==> src/ubr_pkg.sv <==
// ubr_pkg: constants, register map and carrier types for the baud generator and receive latch
// assumes a single 200 MHz system clock and a classic wishbone register bus
package ubr_pkg;
	// register byte offsets
	localparam logic [3:0] UBR_ADDR_DIVIDER = 4'h0;
	localparam logic [3:0] UBR_ADDR_MODE    = 4'h4;
	localparam logic [3:0] UBR_ADDR_STATUS  = 4'h8;
	localparam logic [3:0] UBR_ADDR_DATA    = 4'hc;
	// divider control fields
	localparam int SEL_HI_POS = 7;
	localparam int SEL_LO_POS = 6;
	localparam int DIV_MSB    = 4;
	localparam int DIV_LSB    = 0;
	// mode control fields
	localparam int POWER_POS  = 7;
	localparam int RXEN_POS   = 5;
	// reset values
	localparam logic [7:0] DIVIDER_RST = 8'h08;
	localparam logic [7:0] MODE_RST    = 8'h00;
	// division value limits
	localparam logic [4:0] DIV_MIN = 5'h08;
	localparam logic [4:0] DIV_MAX = 5'h1f;
	// frame: start, 8 data, parity, stop
	localparam logic [3:0] FRAME_BITS = 4'hb;
	localparam logic [3:0] STOP_IDX   = 4'ha;
	// base clock prescaler divide exponents per select code
	localparam logic [3:0] PRESC_0 = 4'h1;
	localparam logic [3:0] PRESC_1 = 4'h2;
	localparam logic [3:0] PRESC_2 = 4'h3;
	localparam logic [3:0] PRESC_3 = 4'h4;

	typedef struct packed {
		logic [10:0] frame;
		logic        stop_ok;
		logic        done;
	} ubr_rx_t;
endpackage : ubr_pkg

==> src/ubr_core.sv <==
// ubr_core: baud rate generator and receive bit latch with wishbone registers
// assumes rxd_i is asynchronous and the bus master is a classic wishbone single cycle
// Functional notes
// - bits 7,6 of divider select base clock
// - division value k valid from 8 to 31
// - bit latch moments come from the counter
// - frame is 11 bits, stop checked
// - two base clock latch margin via filter
// - bit rate is base clock over 2k
// - counter runs from start, halts after frame
// - base clock held off while power is zero
//
// Our own choices: the Wishbone slave port and the register addresses.
`timescale 1ns/10ps
`default_nettype none
module ubr_core
	import ubr_pkg::*;
(
	// system
	input  wire logic        CLK_I,
	input  wire logic        RST_I,
	// wishbone slave
	input  wire logic        CYC_I,
	input  wire logic        STB_I,
	input  wire logic        WE_I,
	input  wire logic [3:0]  ADR_I,
	input  wire logic [3:0]  SEL_I,
	input  wire logic [31:0] DAT_I,
	output logic [31:0]      DAT_O,
	output logic             ACK_O,
	// serial line
	input  wire logic        RXD_I,
	// status
	output logic             BAUD_TICK_O,
	output logic             RX_DONE_O
);
	typedef enum logic [1:0] {ST_IDLE, ST_START, ST_BITS} ubr_state_t;

	logic [7:0]  divider_reg;
	logic [7:0]  mode_reg;
	logic        ack_reg;
	logic [31:0] dat_reg;
	logic [3:0]  presc_reg;
	logic        base_en;
	logic        sync1_reg;
	logic        sync2_reg;
	logic        samp_reg;
	logic        filt_reg;
	logic        filt_prev_reg;
	logic [5:0]  cnt_reg;
	logic [3:0]  bit_reg;
	logic [10:0] shift_reg;
	ubr_rx_t     rx_reg;
	logic        sticky_done_reg;
	ubr_state_t  state_reg;
	logic        tx_cnt_tick;
	logic [5:0]  tx_cnt_reg;
	logic [4:0]  k_val;
	logic        power;
	logic        rx_on;
	logic        bus_req;

	assign bus_req = CYC_I & STB_I & ~ack_reg;
	assign power   = mode_reg[POWER_POS];
	assign rx_on   = power & mode_reg[RXEN_POS];
	// clamp k into the valid range
	assign k_val = (divider_reg[DIV_MSB:DIV_LSB] < DIV_MIN) ? DIV_MIN :
		divider_reg[DIV_MSB:DIV_LSB];

	function automatic logic [3:0] presc_mask(input logic [1:0] sel);
		unique case (sel)
			2'h0: presc_mask = PRESC_0;
			2'h1: presc_mask = PRESC_1;
			2'h2: presc_mask = PRESC_2;
			2'h3: presc_mask = PRESC_3;
		endcase
	endfunction : presc_mask

	// register writes
	always_ff @(posedge CLK_I or posedge RST_I)
	begin
		if (RST_I)
		begin
			divider_reg <= DIVIDER_RST;
			mode_reg    <= MODE_RST;
		end
		else if (bus_req && WE_I && SEL_I[0])
		begin
			if (ADR_I == UBR_ADDR_DIVIDER)
				divider_reg <= DAT_I[7:0];
			if (ADR_I == UBR_ADDR_MODE)
				mode_reg <= DAT_I[7:0];
		end
	end

	// ack and read data; unmapped reads return zero
	always_ff @(posedge CLK_I or posedge RST_I)
	begin
		if (RST_I)
		begin
			ack_reg <= 1'b0;
			dat_reg <= 32'h0;
		end
		else
		begin
			ack_reg <= bus_req;
			if (bus_req && !WE_I)
			begin
				unique case (ADR_I)
					UBR_ADDR_DIVIDER: dat_reg <= {24'h0, divider_reg};
					UBR_ADDR_MODE:    dat_reg <= {24'h0, mode_reg};
					UBR_ADDR_STATUS:  dat_reg <= {29'h0, rx_reg.stop_ok, sticky_done_reg,
						state_reg != ST_IDLE};
					UBR_ADDR_DATA:    dat_reg <= {21'h0, rx_reg.frame};
					default:          dat_reg <= 32'h0;
				endcase
			end
		end
	end
	assign ACK_O = ack_reg;
	assign DAT_O = dat_reg;

	// prescaler: base enable pulses at 200MHz / 2^n, held off without power
	always_ff @(posedge CLK_I or posedge RST_I)
	begin
		if (RST_I)
			presc_reg <= 4'h0;
		else if (!power)
			presc_reg <= 4'h0;
		else
			presc_reg <= presc_reg + 4'h1;
	end
	always_comb
	begin
		logic [3:0] n;
		n = presc_mask({divider_reg[SEL_HI_POS], divider_reg[SEL_LO_POS]});
		base_en = power && ((presc_reg & ((4'h1 << n) - 4'h1)) == 4'h0);
	end

	// free baud tick for transmit side: one tick per 2k base clocks
	always_ff @(posedge CLK_I or posedge RST_I)
	begin
		if (RST_I)
			tx_cnt_reg <= 6'h0;
		else if (!power)
			tx_cnt_reg <= 6'h0;
		else if (base_en)
			tx_cnt_reg <= tx_cnt_tick ? 6'h0 : tx_cnt_reg + 6'h1;
	end
	assign tx_cnt_tick = base_en && (tx_cnt_reg == {k_val, 1'b0} - 6'h1);
	assign BAUD_TICK_O = tx_cnt_tick;

	// two flop synchroniser then two-sample match filter on base clock
	always_ff @(posedge CLK_I or posedge RST_I)
	begin
		if (RST_I)
		begin
			sync1_reg <= 1'b1;
			sync2_reg <= 1'b1;
		end
		else
		begin
			sync1_reg <= RXD_I;
			sync2_reg <= sync1_reg;
		end
	end
	always_ff @(posedge CLK_I or posedge RST_I)
	begin
		if (RST_I)
		begin
			samp_reg      <= 1'b1;
			filt_reg      <= 1'b1;
			filt_prev_reg <= 1'b1;
		end
		else if (base_en)
		begin
			samp_reg      <= sync2_reg;
			filt_prev_reg <= filt_reg;
			if (samp_reg == sync2_reg)
				filt_reg <= sync2_reg;
		end
	end

	// receive counter and frame latch
	always_ff @(posedge CLK_I or posedge RST_I)
	begin
		if (RST_I)
		begin
			state_reg <= ST_IDLE;
			cnt_reg   <= 6'h0;
			bit_reg   <= 4'h0;
			shift_reg <= 11'h0;
			rx_reg    <= '0;
		end
		else if (!rx_on)
		begin
			state_reg   <= ST_IDLE;
			cnt_reg     <= 6'h0;
			bit_reg     <= 4'h0;
			rx_reg.done <= 1'b0;
		end
		else
		begin
			rx_reg.done <= 1'b0;
			if (base_en)
			begin
				unique case (state_reg)
					ST_IDLE:
						if (filt_prev_reg && !filt_reg)
						begin
							state_reg <= ST_START;
							cnt_reg   <= 6'h1;
						end
					ST_START:
						if (cnt_reg == {1'b0, k_val})
						begin
							// recheck at mid start bit
							if (!filt_reg)
							begin
								state_reg    <= ST_BITS;
								shift_reg[0] <= 1'b0;
								bit_reg      <= 4'h1;
								cnt_reg      <= 6'h1;
							end
							else
								state_reg <= ST_IDLE;
						end
						else
							cnt_reg <= cnt_reg + 6'h1;
					ST_BITS:
						if (cnt_reg == {k_val, 1'b0})
						begin
							// latch at mid bit, 2k after previous latch
							shift_reg[bit_reg] <= filt_reg;
							cnt_reg            <= 6'h1;
							if (bit_reg == STOP_IDX)
							begin
								state_reg      <= ST_IDLE;
								rx_reg.frame   <= {filt_reg, shift_reg[9:0]};
								rx_reg.stop_ok <= filt_reg;
								rx_reg.done    <= 1'b1;
							end
							else
								bit_reg <= bit_reg + 4'h1;
						end
						else
							cnt_reg <= cnt_reg + 6'h1;
					default:
						state_reg <= ST_IDLE;
				endcase
			end
		end
	end
	assign RX_DONE_O = rx_reg.done;

	// sticky done flag, cleared by reading data; set wins
	always_ff @(posedge CLK_I or posedge RST_I)
	begin
		if (RST_I)
			sticky_done_reg <= 1'b0;
		else if (rx_reg.done)
			sticky_done_reg <= 1'b1;
		else if (bus_req && !WE_I && ADR_I == UBR_ADDR_DATA)
			sticky_done_reg <= 1'b0;
	end
endmodule : ubr_core
`default_nettype wire

==> config.mk <==
export PLATFORM = sky130hd
export DESIGN_NAME = ubr_core
export DESIGN_NICKNAME = d
export VERILOG_FILES = /design/src/ubr_pkg.sv /design/src/ubr_core.sv
export SDC_FILE = /design/constraint.sdc
export NUM_CORES = 1
export LEC_CHECK = 0
export ABC_CLOCK_PERIOD_IN_PS = 2150
export BUFFER_PORTS_ARGS = -buffer_cell sky130_fd_sc_hd__buf_2
export CORE_MARGIN = 4
export CORE_UTILIZATION = 51
export DETAILED_ROUTE_END_ITERATION = 6
export MAX_ROUTING_LAYER = met4
export PLACE_DENSITY = 0.88
export SYNTH_ARGS = -nofsm -noshare
export SYNTH_HDL_FRONTEND = slang
export SYNTH_SLANG_ARGS = --single-unit
==> constraint.sdc <==
create_clock -name CLK_I -period 2.15 [get_ports CLK_I]
set_input_delay 0.1075 -clock CLK_I [delete_from_list [all_inputs] [get_ports CLK_I]]
set_output_delay 0.1075 -clock CLK_I [all_outputs]
set_load 0.03 [all_outputs]
# Yosys cells after proc, flatten, opt, wreduce, memory -nomap -nowiden
# Index checks and enable logic that the tools add are counted.
# totals
ff_bits	101
elab_cells	131
# op_classes
addsub	6
magnitude_cmp	3
n_eq_ne	27
shifts	1
mux	43
n_bitwise	5
n_reduce_logical	26
# op_table
op	count
$mux 6	9
$pmux 11 s4	1
$mux 4	7
$ne 3x3->1 const B	6
$pmux 6 s3	1
$pmux 4 s4	1
$mux 2	7
$add 6x1->6 const B	2
$eq 4x4->1 const B	3
$eq 6x6->1	2
$reduce_and 6->1	2
$bwmux 11	1
$mux 1	11
$reduce_and 5->1	2
$add 4x1->4 const B	2
$logic_and 1x1->1	8
$logic_not 4->1	2
$ne 2x2->1 const B	4
$pmux 4 s2	1
$reduce_and 4->1	2
$eq 2x2->1 const B	3
$eq 6x5->1	1
$pmux 2 s3	1
$reduce_and 2->1	3
other kinds (22)	29

# Logic depth before layout (Yosys ltp)
# logic_depth
word_depth	11
ltp_mapped	9
ltp_nobuf	8

# Least setup slack after synthesis
# No wires, ideal clock.
# synth_path
path_type	flip-flop to flip-flop
startpoint	register state_reg[0]
endpoint	register rx_reg[12] in the netlist's numbering
t_arrival_ps	2046
required_ps	2022
setup_slack_ps	-23
path_stages_with_launch	10
period_less_slack_ps	2173
cell_sequence	dfrtp_1 inv_1 ha_1 clkbuf_1 nand2_1 nor2_1 nand4_4 nor2_2 buf_4 mux2_1
# synth_via
elab_chain_cells	2
# synth_lines
item	line_no	text
start, declared	ubr_core.sv:55	ubr_state_t state_reg;
start signal, assigned	ubr_core.sv:189	state_reg <= ST_IDLE;
start signal, assigned	ubr_core.sv:197	state_reg <= ST_IDLE;
start signal, assigned	ubr_core.sv:211	state_reg <= ST_START;
$eq 2x2->1	ubr_core.sv:207	unique case (state_reg)
$reduce_and 5->1 (no line)	--	
end, declared	ubr_core.sv:53	ubr_rx_t rx_reg;
# Every way passes these cells.
# A chain may end at the register's enable or synchronous reset.

# Final worst setup path
# layout_path
startpoint	register divider_reg[3]
endpoint	output port BAUD_TICK_O
# layout_via
elab_chain_cells	5
# layout_lines
item	line_no	text
start, declared	ubr_core.sv:39	logic [7:0] divider_reg;
start signal, assigned	ubr_core.sv:90	divider_reg <= DAT_I[7:0];
$lt 5x4->1	ubr_core.sv:67	assign k_val = (divider_reg[DIV_MSB:DIV_LSB] < DIV_MIN) ? DIV_MIN :
$mux 5 *	ubr_core.sv:67	
$sub 6x1->6 *	ubr_core.sv:150	assign tx_cnt_tick = base_en && (tx_cnt_reg == {k_val, 1'b0} - 6'h1);
$eq 6x6->1 *	ubr_core.sv:150	
$logic_and 1x1->1 *	ubr_core.sv:150	
end, declared	ubr_core.sv:34	output logic BAUD_TICK_O,
# Every way passes the cells marked *; elsewhere a longest branch is shown, timed or not.

==> out/results.tsv <==
stage	metric	value	unit
synth	netlist_instances	405	
setup_path	r2r_end	cnt_reg[2]	
layout	diodes	0	
sta	setup_violations	38	
layout	final_util	0.688	
grt	grt_pass1_vias	3896	
job	max-cap-violations	0	
synth	avgSynthCellArea	10.7	um^2
sta	slew_violations	0	
layout	layout.cells.non_filler	619	
routing	drc	16	
layout	fill_cells	465	
grt	antenna_found_initial	0	
setup_path	worstPathRequired	2040	ps
setup_path	slowest_delay	630	ps
setup_path	path_delay_family	flip-flops	
min_path	hold_class	input port to register	
setup_path	cp_common_cell	buf_6	
synth	async_flop_share	1.00	
synth	synth.distinct_cells	59	
power	power	3.24	mW
floorplanning	initial_core_util	0.527	
sta	rsz0062_at_grt	yes	
placed_design	io_buffers	32	
routing	drtPass1Iterations	7	
sta	tns	-9440	ps
grt	grt_max_degree	46	
cts	cts.reportedPaths.clkPinSlew	80	ps
setup_path	worstSetupStartpoint	divider_reg[3]	
routing	drt_iter0_markers	463	
synth	synth.area.top_cells	dfrtp_1 41%, mux2_2 7.5%, buf_4 4.3%	
setup_path	crit_type	register to output pin	
placed_design	gp_congestion	0.951	
routing	wirelength	16300	um
sta	clock.fmax	384	MHz
floorplanning	fp.dieW	100	um
setup_path	rr_startpoint	divider_reg[3]	
routing	vias	4201	
sta	hold_viol	1	
cts	clk_path_buf_depth	2	
synth	synth.top_cells.by_count	72 x dfrtp_1, 32 x nand2_1, 29 x mux2_2	
synth	ys_seq_elements	78	
sta	fin_skew	23.1	ps
power	peakVddDrop	0.000357	V
cts	cts_buffers	9	
placed_design	dpl.cell_count	571	
setup_path	cp_max_fo	4	
floorplanning	core_area	0.00826	mm^2
setup_path	endpoint	BAUD_TICK_O	
floorplanning	die-height	100	um
grt	grt_pass1_wl	19900	um
synth	ys_dominant_reg_cell	dfrtp_1	
setup_path	cp_num_cells	7	
sta	worst_slew_pin_slew	656	ps
power	power_density	570	mW/mm^2
setup_path	critical_path_buf_inv_count	2	
setup_path	timing.reg2reg.setup_slack	-360	ps
placed_design	dpl_cell_area	0.00487	mm^2
layout	syn_to_final_growth	30.6	%
synth	yosysMostFrequentCell	dfrtp_1	
setup_path	worstPathArrival	2500	ps
sta	holdWs	-3.09	ps
sta	relSlewSlack	0.562	
synth	syn_area	0.00435	mm^2
cts	root_buffer	clkbuf_8	
layout	final_nets	567	
setup_path	rr_worst_depth	10	
setup_path	crit_path_end_kind	output pin	
grt	overflow	0	
layout	drive_gt1_frac	0.409	
status	outcome	finished, violations left	
synth	yosys.area.top_type	dfrtp_1	
sta	setup_ws	-455	ps
routing	ant_nets	0	
cts	cts_tree	yes	
setup_path	critical_path.cell_chain	buf_6 > and2b_1 > mux2i_1 > xor2_1 > nand3_1 > nor2_2 > buf_6	
routing	wl_per_cell	26.3	um
setup_path	cp-start-kind	register	
cts	clk_latency	390	ps
layout	design_area	0.00568	mm^2
sta	period_minus_slack	2610	ps
floorplanning	dieArea	0.0101	mm^2
synth	seq_area_frac_synth	0.450	
floorplanning	rows	33	
cts	clkSinkCount	78	
cts	htreeDepth	3	
floorplanning	pin_count	81	
synth	synth_enable_flop_cells	0	
setup_path	cp_slowest_cell	dfstp_2	
synth	synth_top_area_frac	0.414	
synth	yosysWarnings	0	
grt	grt_use_total	0.265	
placed_design	dp_slack	-112	ps
routing	via_per_inst	6.79	
placed_design	hpwl	7430	um
sta	fin_crit_sh	1.21	
power	p_leak	2.61	nW
status	violations	DRC, hold timing, setup timing	
-- cells in the final DEF, fill, tap and decap left out, types with 11 or more instances in the layout --
master / count
buf_4: 56
a22o_1: 11
inv_1: 15
mux2_2: 20
nor2_1: 14
mux2_4: 19
buf_2: 31
dfrtp_1: 69
o21ai_0: 19
nand2_1: 32
nand3_1: 12
conb_1: 21
-- cell type report --
type | count | area, um^2 | share of cell area
Clock inverter | 7 | 81.3 | 0.0143
Multi-Input combinational cell | 293 | 2460 | 0.434
Sequential cell | 78 | 1960 | 0.345
Clock buffer | 9 | 124 | 0.0218
Timing Repair Buffer | 110 | 853 | 0.150
Tap cell | 105 | 131 | 0.0231
Inverter | 17 | 65.1 | 0.0114
-- power breakdown --
part | leakage (nW) | switching, mW | internal, mW
logic | 1.45 | 0.269 | 0.176
registers | 1.06 | 0.0634 | 1.53
clock network | 0.0993 | 0.643 | 0.552
-- metal layers --
layer	routed length, um	global-route usage	vias to the layer above	share of wire
met5	0	-	-	0
met4	1880	0.158	0	0.12
met3	1710	0.0577	172	0.10
met2	7480	0.450	405	0.46
met1	5220	0.282	2002	0.32
li1	-	-	1622	-
-- kinds of logic after synthesis --
| group | Yosys count | synth area share |
|---|---|---|
| XOR/XNOR | 13 | 0.0262 |
| AND/OR/NAND/NOR | 113 | 0.143 |
| buffers and inverters | 55 | 0.0699 |
| other | 1 | 0.000862 |
| multiplexers | 52 | 0.139 |
| AO/OA/AOI/OAI | 81 | 0.136 |
| adder cells (fa/ha/maj) | 12 | 0.0345 |
| flip-flops | 78 | 0.450 |
-- worst min-delay path by stage --
stage / start / to / slack [ps] / cells after the start
floorplan: RXD_I / sync1_reg / 110 / 0
global placement: RST_I / cnt_reg[4] / 190 / 2
detailed placement: RST_I / cnt_reg[1] / 200 / 2
CTS: DAT_I[4] / divider_reg[4] / 3 / 2
global route: DAT_I[4] / divider_reg[4] / 20 / 2
finish: DAT_I[4] / divider_reg[4] / -3 / 2
-- what timing repair did --
item	4_1_cts	5_1_grt
setup buffers	9	11
pin swaps	11	19
gates resized for setup	19	53
endpoints found under the hold margin	38	0
setup endpoints to repair	32	38
hold buffers	10	0
gates cloned	1	1
Power figures use the tool's default switching activity.
